### src/verilog/lacs_pkg.sv
// Purpose: Shared constants and types for the locomotive address and consist select block.
// Assumes: 8-bit configuration variables at their printed variable numbers.
// Notes:   Ranges bound which writes are accepted.
`default_nettype none
package lacs_pkg;
   // Register port and extended address widths
   localparam int ADDR_W = 8;
   localparam int DATA_W = 8;
   localparam int EXT_W  = 14;

   // Register offsets
   localparam logic [ADDR_W-1:0] OFS_SHORT   = 8'h01;
   localparam logic [ADDR_W-1:0] OFS_LONG_HI = 8'h11;
   localparam logic [ADDR_W-1:0] OFS_LONG_LO = 8'h12;
   localparam logic [ADDR_W-1:0] OFS_CONSIST = 8'h13;
   localparam logic [ADDR_W-1:0] OFS_RAIL    = 8'h1b;
   localparam logic [ADDR_W-1:0] OFS_CONFIG  = 8'h1d;

   // Reset values
   localparam logic [DATA_W-1:0] RST_SHORT   = 8'h03;
   localparam logic [DATA_W-1:0] RST_LONG_HI = 8'hc0;
   localparam logic [DATA_W-1:0] RST_LONG_LO = 8'h64;
   localparam logic [DATA_W-1:0] RST_CONSIST = 8'h00;
   localparam logic [DATA_W-1:0] RST_RAIL    = 8'h00;
   localparam logic [DATA_W-1:0] RST_CONFIG  = 8'h02;

   // Accepted write ranges
   localparam logic [DATA_W-1:0] SHORT_MIN   = 8'h01;
   localparam logic [DATA_W-1:0] SHORT_MAX   = 8'h7f;
   localparam logic [DATA_W-1:0] LONG_HI_MIN = 8'hc0;
   localparam logic [DATA_W-1:0] LONG_HI_MAX = 8'he7;
   localparam logic [DATA_W-1:0] LONG_LO_MIN = 8'h01;

   // Field positions
   localparam int CFG_LONG_BIT    = 5;
   localparam int CONSIST_DIR_BIT = 7;
   localparam int RAIL_RIGHT_BIT  = 0;
   localparam int RAIL_LEFT_BIT   = 1;
   // Config bits 7 (type) and 3 (back-channel) are fixed at zero
   localparam logic [DATA_W-1:0] CFG_WR_MASK = 8'h77;
   localparam logic [DATA_W-1:0] CONSIST_ADDR_MASK = 8'h7f;

   typedef enum logic [1:0] {LACS_MODE_SHORT, LACS_MODE_LONG, LACS_MODE_CONSIST} lacs_mode_t;
endpackage
`default_nettype wire

### src/verilog/lacs_sel_if.sv
// Purpose: Carries stored addresses to the address selector and its verdict back.
// Assumes: Single clock domain, purely combinational traffic.
// Notes:   cfg side is the register bank, sel side is the selector.
`timescale 1ns/1ps
`default_nettype none
interface lacs_sel_if;
   import lacs_pkg::*;
   logic [DATA_W-1:0] short_addr;
   logic [DATA_W-1:0] long_hi;
   logic [DATA_W-1:0] long_lo;
   logic [DATA_W-1:0] consist;
   logic              long_en;
   lacs_mode_t        mode;
   logic [EXT_W-1:0]  sel_addr;
   logic              dir_invert;

   modport cfg (output short_addr, long_hi, long_lo, consist, long_en,
                input  mode, sel_addr, dir_invert);
   modport sel (input  short_addr, long_hi, long_lo, consist, long_en,
                output mode, sel_addr, dir_invert);
endinterface
`default_nettype wire

### src/verilog/lacs_sync.sv
// Purpose: Two-flop synchroniser for asynchronous pin levels.
// Assumes: Inputs are slow levels.
// Notes:   First stage feeds only the second stage.
`timescale 1ns/1ps
`default_nettype none
module lacs_sync #(
   parameter int W = 2
) (
   // Clock and reset
   input  wire logic         clk,
   input  wire logic         rst_n,
   // Levels
   input  wire logic [W-1:0] d_async,
   output logic      [W-1:0] q_sync
);
   logic [W-1:0] meta;

   always_ff @(posedge clk or negedge rst_n)
   begin
      if (!rst_n)
      begin
         meta   <= '0;
         q_sync <= '0;
      end
      else
      begin
         meta   <= d_async;
         q_sync <= meta;
      end
   end
endmodule
`default_nettype wire

### src/verilog/lacs_addr_select.sv
// Purpose: Chooses the address the decoder answers to and the direction sense.
// Assumes: Stored values already range-checked by the register bank.
// Notes:   Consist overrides long, long overrides short.
`timescale 1ns/1ps
`default_nettype none
module lacs_addr_select (
   // Stored addresses in, verdict out
   lacs_sel_if.sel sel
);
   import lacs_pkg::*;

   wire logic [6:0]       consist_addr;
   wire logic             consist_on;
   wire logic [5:0]       hi_offset;
   wire logic [EXT_W-1:0] ext_addr;
   wire logic [DATA_W-1:0] hi_diff;

   assign consist_addr = sel.consist[6:0];
   assign consist_on   = (consist_addr != 7'h00);
   assign hi_diff      = sel.long_hi - LONG_HI_MIN;
   assign hi_offset    = hi_diff[5:0];
   assign ext_addr     = {hi_offset, sel.long_lo};

   assign sel.mode = consist_on  ? LACS_MODE_CONSIST :
                     sel.long_en ? LACS_MODE_LONG : LACS_MODE_SHORT;

   assign sel.sel_addr = consist_on  ? {7'h00, consist_addr} :
                         sel.long_en ? ext_addr :
                                       {6'h00, sel.short_addr};

   assign sel.dir_invert = consist_on & sel.consist[CONSIST_DIR_BIT];
endmodule
`default_nettype wire

### src/verilog/lacs_top.sv
// Purpose: Configuration registers and address selection of a locomotive decoder.
// Assumes: Commands come decoded from same-clock logic; rail sense pins are asynchronous.
// Notes:   Out-of-range writes leave the stored value unchanged.
`timescale 1ns/1ps
`default_nettype none
module lacs_top (
   // Clock and reset
   input  wire logic                        clk,
   input  wire logic                        rst_n,
   // Register port
   input  wire logic [lacs_pkg::ADDR_W-1:0] reg_addr,
   input  wire logic [lacs_pkg::DATA_W-1:0] reg_wdata,
   input  wire logic                        reg_wr,
   input  wire logic                        reg_rd,
   output logic      [lacs_pkg::DATA_W-1:0] reg_rdata,
   // Decoded track commands
   input  wire logic                        cmd_valid,
   input  wire logic                        cmd_long_form,
   input  wire logic [lacs_pkg::EXT_W-1:0]  cmd_addr,
   input  wire logic                        cmd_dir,
   // Rail imbalance sense pins
   input  wire logic                        rail_right_asym,
   input  wire logic                        rail_left_asym,
   // Results
   output logic                             cmd_hit,
   output logic                             cmd_dir_eff,
   output logic                             hit_on_consist,
   output logic                             long_active,
   output logic      [lacs_pkg::EXT_W-1:0]  active_addr,
   output logic                             asym_trigger
);
   import lacs_pkg::*;

   // Stored configuration variables
   logic [DATA_W-1:0] short_address_var;
   logic [DATA_W-1:0] long_address_high_byte;
   logic [DATA_W-1:0] long_address_low_byte;
   logic [DATA_W-1:0] consist_address_dir;
   logic [DATA_W-1:0] asym_rail_select;
   logic [DATA_W-1:0] decoder_config_byte;

   lacs_sel_if sel_bus ();

   // Write decode
   wire logic wr_short;
   wire logic wr_hi;
   wire logic wr_lo;
   wire logic wr_consist;
   wire logic wr_rail;
   wire logic wr_config;
   wire logic short_ok;
   wire logic hi_ok;
   wire logic lo_ok;

   assign wr_short   = reg_wr && (reg_addr == OFS_SHORT);
   assign wr_hi      = reg_wr && (reg_addr == OFS_LONG_HI);
   assign wr_lo      = reg_wr && (reg_addr == OFS_LONG_LO);
   assign wr_consist = reg_wr && (reg_addr == OFS_CONSIST);
   assign wr_rail    = reg_wr && (reg_addr == OFS_RAIL);
   assign wr_config  = reg_wr && (reg_addr == OFS_CONFIG);

   assign short_ok = (reg_wdata >= SHORT_MIN) && (reg_wdata <= SHORT_MAX);
   assign hi_ok    = (reg_wdata >= LONG_HI_MIN) && (reg_wdata <= LONG_HI_MAX);
   assign lo_ok    = (reg_wdata >= LONG_LO_MIN);

   // Accepted writes; a refused byte leaves the old value
   wire logic take_short;
   wire logic take_hi;
   wire logic take_lo;

   assign take_short = wr_short && short_ok;
   assign take_hi    = wr_hi && hi_ok;
   assign take_lo    = wr_lo && lo_ok;

   // Fixed-zero config bits dropped on the way in
   wire logic [DATA_W-1:0] config_wdata;

   assign config_wdata = reg_wdata & CFG_WR_MASK;

   // Short address
   always_ff @(posedge clk or negedge rst_n)
   begin
      if (!rst_n)
      begin
         short_address_var <= RST_SHORT;
      end
      else if (take_short)
      begin
         short_address_var <= reg_wdata;
      end
   end

   // Long address, high byte
   always_ff @(posedge clk or negedge rst_n)
   begin
      if (!rst_n)
      begin
         long_address_high_byte <= RST_LONG_HI;
      end
      else if (take_hi)
      begin
         long_address_high_byte <= reg_wdata;
      end
   end

   // Long address, low byte
   always_ff @(posedge clk or negedge rst_n)
   begin
      if (!rst_n)
      begin
         long_address_low_byte <= RST_LONG_LO;
      end
      else if (take_lo)
      begin
         long_address_low_byte <= reg_wdata;
      end
   end

   // Consist address with direction bit
   always_ff @(posedge clk or negedge rst_n)
   begin
      if (!rst_n)
      begin
         consist_address_dir <= RST_CONSIST;
      end
      else if (wr_consist)
      begin
         consist_address_dir <= reg_wdata;
      end
   end

   // Rail select
   always_ff @(posedge clk or negedge rst_n)
   begin
      if (!rst_n)
      begin
         asym_rail_select <= RST_RAIL;
      end
      else if (wr_rail)
      begin
         asym_rail_select <= reg_wdata;
      end
   end

   // Decoder configuration byte
   always_ff @(posedge clk or negedge rst_n)
   begin
      if (!rst_n)
      begin
         decoder_config_byte <= RST_CONFIG;
      end
      else if (wr_config)
      begin
         decoder_config_byte <= config_wdata;
      end
   end

   // Read selects, one per variable
   wire logic rd_short;
   wire logic rd_hi;
   wire logic rd_lo;
   wire logic rd_consist;
   wire logic rd_rail;
   wire logic rd_config;

   assign rd_short   = reg_rd && (reg_addr == OFS_SHORT);
   assign rd_hi      = reg_rd && (reg_addr == OFS_LONG_HI);
   assign rd_lo      = reg_rd && (reg_addr == OFS_LONG_LO);
   assign rd_consist = reg_rd && (reg_addr == OFS_CONSIST);
   assign rd_rail    = reg_rd && (reg_addr == OFS_RAIL);
   assign rd_config  = reg_rd && (reg_addr == OFS_CONFIG);

   // Read mux; idle cycles and unmapped offsets give zero
   wire logic [DATA_W-1:0] next_reg_rdata;

   assign next_reg_rdata = ({DATA_W{rd_short}}   & short_address_var)
                         | ({DATA_W{rd_hi}}      & long_address_high_byte)
                         | ({DATA_W{rd_lo}}      & long_address_low_byte)
                         | ({DATA_W{rd_consist}} & consist_address_dir)
                         | ({DATA_W{rd_rail}}    & asym_rail_select)
                         | ({DATA_W{rd_config}}  & decoder_config_byte);

   // Address selection
   assign sel_bus.short_addr = short_address_var;
   assign sel_bus.long_hi    = long_address_high_byte;
   assign sel_bus.long_lo    = long_address_low_byte;
   assign sel_bus.consist    = consist_address_dir;
   assign sel_bus.long_en    = decoder_config_byte[CFG_LONG_BIT];

   lacs_addr_select u_select (
      .sel (sel_bus)
   );

   // Command matching
   wire logic want_long;
   wire logic consist_mode;
   wire logic form_ok;
   wire logic addr_ok;
   wire logic next_cmd_hit;
   wire logic next_consist_hit;
   wire logic next_dir_eff;

   assign want_long        = (sel_bus.mode == LACS_MODE_LONG);
   assign consist_mode     = (sel_bus.mode == LACS_MODE_CONSIST);
   assign form_ok          = (cmd_long_form == want_long);
   assign addr_ok          = (cmd_addr == sel_bus.sel_addr);
   assign next_cmd_hit     = cmd_valid && form_ok && addr_ok;
   assign next_consist_hit = next_cmd_hit && consist_mode;
   // Direction holds between hits
   assign next_dir_eff     = next_cmd_hit ? (cmd_dir ^ sel_bus.dir_invert)
                                          : cmd_dir_eff;

   // Rail imbalance detection
   wire logic [1:0] rail_async;
   wire logic [1:0] rail_sync;
   wire logic [1:0] rail_en;
   wire logic [1:0] rail_hit;
   wire logic       next_asym;

   assign rail_async = {rail_left_asym, rail_right_asym};
   assign rail_en    = {asym_rail_select[RAIL_LEFT_BIT], asym_rail_select[RAIL_RIGHT_BIT]};

   lacs_sync #(.W(2)) u_rail_sync (
      .clk     (clk),
      .rst_n   (rst_n),
      .d_async (rail_async),
      .q_sync  (rail_sync)
   );

   // Each rail counts only when its select bit is set
   genvar gi;
   generate
      for (gi = 0; gi < 2; gi = gi + 1)
      begin : g_rail
         assign rail_hit[gi] = rail_en[gi] & rail_sync[gi];
      end
   endgenerate

   // Value 0 masks both rails off
   assign next_asym = |rail_hit;

   // Read data, zero outside the reply cycle
   always_ff @(posedge clk or negedge rst_n)
   begin
      if (!rst_n)
      begin
         reg_rdata <= '0;
      end
      else
      begin
         reg_rdata <= next_reg_rdata;
      end
   end

   // Command hit pulse
   always_ff @(posedge clk or negedge rst_n)
   begin
      if (!rst_n)
      begin
         cmd_hit <= 1'b0;
      end
      else
      begin
         cmd_hit <= next_cmd_hit;
      end
   end

   // Effective direction of the last hit
   always_ff @(posedge clk or negedge rst_n)
   begin
      if (!rst_n)
      begin
         cmd_dir_eff <= 1'b0;
      end
      else
      begin
         cmd_dir_eff <= next_dir_eff;
      end
   end

   // Hit taken through the consist address
   always_ff @(posedge clk or negedge rst_n)
   begin
      if (!rst_n)
      begin
         hit_on_consist <= 1'b0;
      end
      else
      begin
         hit_on_consist <= next_consist_hit;
      end
   end

   // Long mode in force
   always_ff @(posedge clk or negedge rst_n)
   begin
      if (!rst_n)
      begin
         long_active <= 1'b0;
      end
      else
      begin
         long_active <= want_long;
      end
   end

   // Address currently answered to
   always_ff @(posedge clk or negedge rst_n)
   begin
      if (!rst_n)
      begin
         active_addr <= '0;
      end
      else
      begin
         active_addr <= sel_bus.sel_addr;
      end
   end

   // Enabled rail imbalance
   always_ff @(posedge clk or negedge rst_n)
   begin
      if (!rst_n)
      begin
         asym_trigger <= 1'b0;
      end
      else
      begin
         asym_trigger <= next_asym;
      end
   end
endmodule
`default_nettype wire

### config.mk
export PLATFORM = sky130hd
export DESIGN_NAME = lacs_top
export DESIGN_NICKNAME = d
export VERILOG_FILES = /design/src/verilog/lacs_pkg.sv /design/src/verilog/lacs_sel_if.sv /design/src/verilog/lacs_sync.sv /design/src/verilog/lacs_addr_select.sv /design/src/verilog/lacs_top.sv
export SDC_FILE = /design/constraint.sdc
export NUM_CORES = 1
export LEC_CHECK = 0
export ABC_AREA = 0
export BUFFER_PORTS_ARGS = -buffer_cell sky130_fd_sc_hd__buf_2
export CAP_MARGIN = 20
export CORE_MARGIN = 1.5
export CORE_UTILIZATION = 25
export DETAILED_ROUTE_END_ITERATION = 12
export GPL_ROUTABILITY_DRIVEN = 0
export GPL_TIMING_DRIVEN = 1
export PLACE_DENSITY = 0.47
export REMOVE_ABC_BUFFERS = 1
export SLEW_MARGIN = 20
export SYNTH_ARGS = -nofsm -noshare
export SYNTH_HDL_FRONTEND = slang
export SYNTH_HIERARCHICAL = 1
export SYNTH_SLANG_ARGS = --single-unit
### constraint.sdc
create_clock -name clk -period 3.9 [get_ports clk]
set_input_delay 0.585 -clock clk [delete_from_list [all_inputs] [get_ports clk]]
set_output_delay 0.585 -clock clk [all_outputs]
set_load 0.01 [all_outputs]
### Yosys cells after proc, flatten, opt, wreduce, memory -nomap -nowiden

Cells that the tools add are included.

* flip-flop bits (word level): 77
* input port bits: 39
* word-level logic and storage cells: 71

* add/subtract/negate cells: 1
* order comparisons: 4
* equal/unequal tests: 10
* multiplexer cells: 4
* bitwise logic cells: 15
* reduce and logical (&&, ||, !) cells: 22

Operators with widths (number)
* bitwise AND 8 bit: 5
* == test 8 x 5 -> 1 bit (second input constant): 5
* bitwise OR 8 bit: 5
* two-way mux 14 bit: 2
* logical AND 1 bit: 20
* == test 14 bit: 1
* bitwise AND 8 x 7 -> 8 bit: 1
* == test 8 x 1 -> 1 bit (second input constant): 1
* >= comparator 8 x 1 -> 1 bit (second input constant): 1
* >= comparator 8 bit (second input constant): 1
* less-or-equal comparator 8 x 7 -> 1 bit (second input constant): 1
* less-or-equal comparator 8 bit (second input constant): 1
* nonzero test 7 bit: 1
* subtractor 6 x 1 -> 6 bit (second input constant): 1
* bitwise AND 1 bit: 3
* == test 2 x 1 -> 1 bit (second input constant): 1
* == test 2 bit (second input constant): 1
* two-way mux 2 bit: 1
* OR reduction 2 bit: 1
* == test 1 bit: 1
* two-way mux 1 bit: 1
* bitwise XOR 1 bit: 1

### Logic depth before layout (Yosys ltp)

* word-level depth: 8
* depth in mapped cells: 9
* gate-level depth less buffers: 7

### Hierarchy

Netlist, hierarchy kept.

By module, submodules not included
* lacs_top: instances 1, cells each 217, area an instance 3126.7 um2, sequential area each 1836.8 um2
* lacs_addr_select: instances 1, cells each 47, area an instance 371.6 um2, sequential area each 0.0 um2
* lacs_sync: instances 1, cells each 4, area an instance 100.1 um2, sequential area each 100.1 um2

### Worst setup path before layout

OpenSTA, ideal clock, no wires.

* path type: reg-to-reg
* from: reg consist_address_dir[5]
* to: reg cmd_dir_eff
* arrival: 2.381 ns
* data required time: 3.775 ns
* slack: 1.394 ns
* stages on the path, launching flop included: 10
* period minus slack after synthesis: 2.506 ns
* path through: dfrtp_1 or4_4 buf_6 or2_2 buf_4 nor2b_1 xor2_1 nor4_1 nand4_1 mux2_2

* longest elaborated chain between the ends: 6

RTL lines
* start: declaration: line lacs_top.sv:38 `logic [DATA_W-1:0] consist_address_dir;`
* start signal: assignment: line lacs_top.sv:128 `consist_address_dir <= reg_wdata;`
* nonzero test 7 bit: line lacs_addr_select.sv:19 `assign consist_on = (consist_addr != 7'h00);`
* named net u_select.consist_on: line lacs_addr_select.sv:13 `wire logic consist_on;`
* two-way mux 2 bit: line lacs_addr_select.sv:24 `assign sel.mode = consist_on ? LACS_MODE_CONSIST :`
* named net sel_bus.mode[1]: line lacs_sel_if.sv:13 `lacs_mode_t mode;`
* == test 2 x 1 -> 1 bit: line lacs_top.sv:203 `assign want_long = (sel_bus.mode == LACS_MODE_LONG);`
* named net want_long: line lacs_top.sv:195 `wire logic want_long;`
* == test 1 bit: line lacs_top.sv:205 `assign form_ok = (cmd_long_form == want_long);`
* logical AND 1 bit (2 in a row): line lacs_top.sv:207 `assign next_cmd_hit = cmd_valid && form_ok && addr_ok;`
* end signal: assignment: line lacs_top.sv:277 `cmd_dir_eff <= next_dir_eff;`
* end: declaration: line lacs_top.sv:26 `output logic cmd_dir_eff,`

The timed path passes the listed nets, and every way through them passes these cells.
A chain may end at the register's enable or synchronous reset.

### Final worst setup path

* from: reg consist_address_dir[0]
* to: reg cmd_dir_eff

RTL lines
* nonzero test 7 bit: line lacs_addr_select.sv:19
* two-way mux 14 bit: line lacs_addr_select.sv:27 `assign sel.sel_addr = consist_on ? {7'h00, consist_addr} :`
* named net sel_bus.sel_addr[5]: line lacs_sel_if.sv:14 `logic [EXT_W-1:0] sel_addr;`
* == test 14 bit: line lacs_top.sv:206 `assign addr_ok = (cmd_addr == sel_bus.sel_addr);`
* logical AND 1 bit: line lacs_top.sv:207

The timed path passes the listed nets, and every way through them passes these cells.

==> summary.txt <==
Run status
  • Status: completed

Layout
  • Multi-input gate area: between 0.0015 and 0.002 sq mm
  • Final design utilization: 0.314
  • Area growth from synthesis to layout: 22.1%
  • Register Area: 0.00194 sq mm
  • Post-route insts no fill: 517
  • Fill count: 1,467
  • Antenna fix cells: 0
  • Final #Nets: 371
  • Layout cells sized above 1: 0.466

Pwr
  • Logic pwr share: 0.087
  • Leak pwr: 2.07 nW
  • NetSw: 0.452 mW
  • Sw Ratio: 0.243
  • Flop pwr share: 0.454
  • Clock network power share: 0.459
  • Pint: about 1.4 mW
  • Pwr per Cell Area: roughly 420 mW/mm^2
  • Worst VDD drop: ~0.00020 V

Clock network
  • CTS tree: done
  • Clk Latency, worst-skew pair: 340 ps
  • H-tree levels: 3
  • Post_cts resized: 0
  • Root Driver: clkbuf_16
  • Hold bufs inserted after CTS: 0
  • Post-CTS Setup Inserts: 0
  • Worst-case clock buffer depth: 2
  • Clock Sinks: 77
  • Reg clk slew, reported paths: 60 ps
  • Total CTS buffers: 9

Job
  • Max-cap violations: 0

Logic synthesis
  • Combinational family with the most area after synthesis: multiplexers
  • Post-synthesis adder-cell area fraction: 0
  • Synthesized area per cell: 13.4 sq um
  • Post-synth EDFFs: 0
  • Post-synthesis simple-gate area fraction: 0.113
  • Yosys warnings: 6
  • Commonest cells post-synth: dfrtp_1, mux2_2, a22oi_1, inv_1, xnor2_1
  • Post-Synth XOR/XNOR Area: 0.0389
  • Ys flop type: dfrtp_1
  • Post-synthesis mux area share: 0.184
  • FF+latch count, synth: 77
  • Area share of the largest cell type after synthesis: 0.480
  • Largest area contributor in the synthesized netlist: dfrtp_1
  • Share of flip-flops with an asynchronous set or reset: 1.00
  • Synth unique cells: 49
  • Post-Syn Instances: 268
  • Synth Area in Compound Gates: 0.0855
  • Most frequent cell after synthesis: dfrtp_1
  • Post-synthesis sequential area ratio: 0.538
  • Area contributors post-synth: dfrtp_1, mux2_2, dfstp_2
  • Mapped Area: 0.00360 sq mm

Routing
  • Vias per Instance: 4.51
  • WL per Instance: 17.0 um
  • Met1 WL: 4.28 mm
  • DR WL met3: 558 um
  • 1st-pass router iterations: 4
  • Top sig layer: met4
  • # DRC: 0
  • Routed Antenna Nets: 0
  • Drt initial violations: 88
  • Routed vias: 2,331
  • Final wirelength: 8.77 mm
  • DR WL met2: ~3.8 mm

Critical path
  • Slowest-stage cell, CP: or3_1
  • Reg-to-reg endpoint: cmd_dir_eff
  • RR Startpoint: consist_address_dir[0]
  • Worst setup EP type: register
  • Startpoint types: register
  • Register-to-register setup slack: 1160 ps
  • Req. time, crit path: roughly 4100 ps
  • Critical path arrival: 2960 ps
  • Largest fanout on the critical path: 17
  • R2r worst-path depth: 7
  • Cells along the critical path: or3_1 > o31ai_1 > xnor2_1 > nand4_1 > nor4_1 > nand4_1 > mux2_2
  • Max incr delay on CP: 680 ps
  • Critical path's most frequent cell: nand4_1
  • Setup CP Type: register to register

Floorplan
  • Core Box Area: 0.0140 sq mm
  • Initial Utilization: 0.257
  • Die ar.: 0.0151 sq mm
  • Row count: 43
  • IO Count: 66
  • Die Height: 123 um
  • Die width: 123 um

Global routing
  • Total gr overflow: 0
  • Initial antenna violation count: 0
  • Largest net degree at the start of global routing: 78
  • Tot GR Track Use: 0.126
  • Vias in the first global route: between 2,000 and 2,500
  • Global-route wire length before repair: 14.0 mm

Worst hold path
  • HP Class: primary input to asynchronous set/reset pin

Timing
  • Max-slew headroom: 0.512
  • Hold WS: approximately 120 ps
  • Final Critical Period: 2740 ps
  • Final setup violation count: 0
  • Slew @ Worst Pin: around 730 ps
  • Worst clock skew: 7.89 ps
  • RSZ-0062 raised after global routing: no
  • Maximum clock rate: 365 MHz
  • Final period util: 0.703
  • Max-slew violations: 0
  • Post-route setup TNS: 0 ps
  • Endpoints failing hold: 0

Placement
  • Placed cell count: 500
  • IO Port Bufs: 65
  • HPWL after detailed placement: between 6 and 7 mm
==> through the flow <==
| stage | instance area [sq um] | total power, mW | worst slack [ps] |
|---|---|---|---|
| 6_report | 4400 | 1.86 | 1160 |
| 5_1_grt | 4400 | 1.94 | 856 |
| 4_1_cts | 4370 | 1.88 | 1180 |
| 3_5_place_dp | 4060 | 1.02 | 1190 |
| 3_3_place_gp | 4060 | 1.02 | 1270 |
| 2_1_floorplan | 3510 | 0.938 | 1450 |
==> cell usage in the layout (no fill, tap or decap), drive strengths merged, types with 3 or more instances in the layout <==
cell / n
nor2b: 5
clkbuf: 11
nand2: 4
inv: 15
nor3: 3
buf: 66
a21o: 4
o22ai: 4
xnor2: 14
a22oi: 16
a22o: 3
o31ai: 7
o21ai: 3
clkinvlp: 3
and3: 3
nor4: 9
dfstp: 8
dfrtp: 69
mux2i: 8
nand4: 7
and3b: 3
mux2: 50
==> routing by layer <==
layer | vias to the layer above | GRT usage
met3 | 11 | 0.0360
li1 | 1112 | -
met1 | 1135 | 0.177
met4 | 0 | 0.0496
met5 | - | 0
met2 | 73 | 0.182
==> power groups by stage <==
stage | Clock, mW | Sequential (mW) | Combinational, mW
after global placement | 0 | 0.858 | 0.160
after detailed placement | 0 | 0.860 | 0.161
after floorplan | 0 | 0.858 | 0.0798
after CTS | 0.876 | 0.845 | 0.161
final | 0.853 | 0.845 | 0.162
after global routing | 0.908 | 0.848 | 0.181
==> area by class of cell <==
cell class / count / area share
flip-flops and latches: 77 / 0.441
multi-input cells: 163 / 0.345
repair buffers: 66 / 0.0808
clock buffers: 11 / 0.0552
well taps: 180 / 0.0512
clock inverters: 5 / 0.0139
inverters: 15 / 0.0128
==> flip-flops by register name, indices dropped and copies added, names as in the netlist, 6 cells and up <==
register and count:
active_addr 14, decoder_config_byte 6, reg_rdata 8, asym_rail_select 8, long_address_low_byte 8, sel_bus.short_addr 8, long_address_high_byte 8, consist_address_dir 8
==> worst max path at each step <==
stage | startpoint | endpoint | slack (ps)
6_report | consist_address_dir[0] | cmd_dir_eff | 1160
2_1_floorplan | consist_address_dir[5] | cmd_dir_eff | 1450
3_5_place_dp | consist_address_dir[0] | cmd_dir_eff | 1190
5_1_grt | consist_address_dir[0] | cmd_dir_eff | 860
3_3_place_gp | consist_address_dir[0] | cmd_dir_eff | 1270
4_1_cts | consist_address_dir[0] | cmd_dir_eff | 1180
==> critical path, delay by kind of cell (launching register included) <==
kind	cells	cell delay [ps]
multiplexers	1	310
AO/OA/AOI/OAI	1	480
XOR/XNOR	1	170
flip-flops	1	390
AND/OR/NAND/NOR	4	1270
==> logic make-up (layout without fill, tap and decap cells) <==
logic type             after synthesis  count (layout)
AO/OA/AOI/OAI                       40              40
XOR/XNOR                            16              16
buffers and inverters               28              97
flip-flops                          77              77
multiplexers                        58              58
AND/OR/NAND/NOR                     49              49
(Power assumes the default switching activity.)
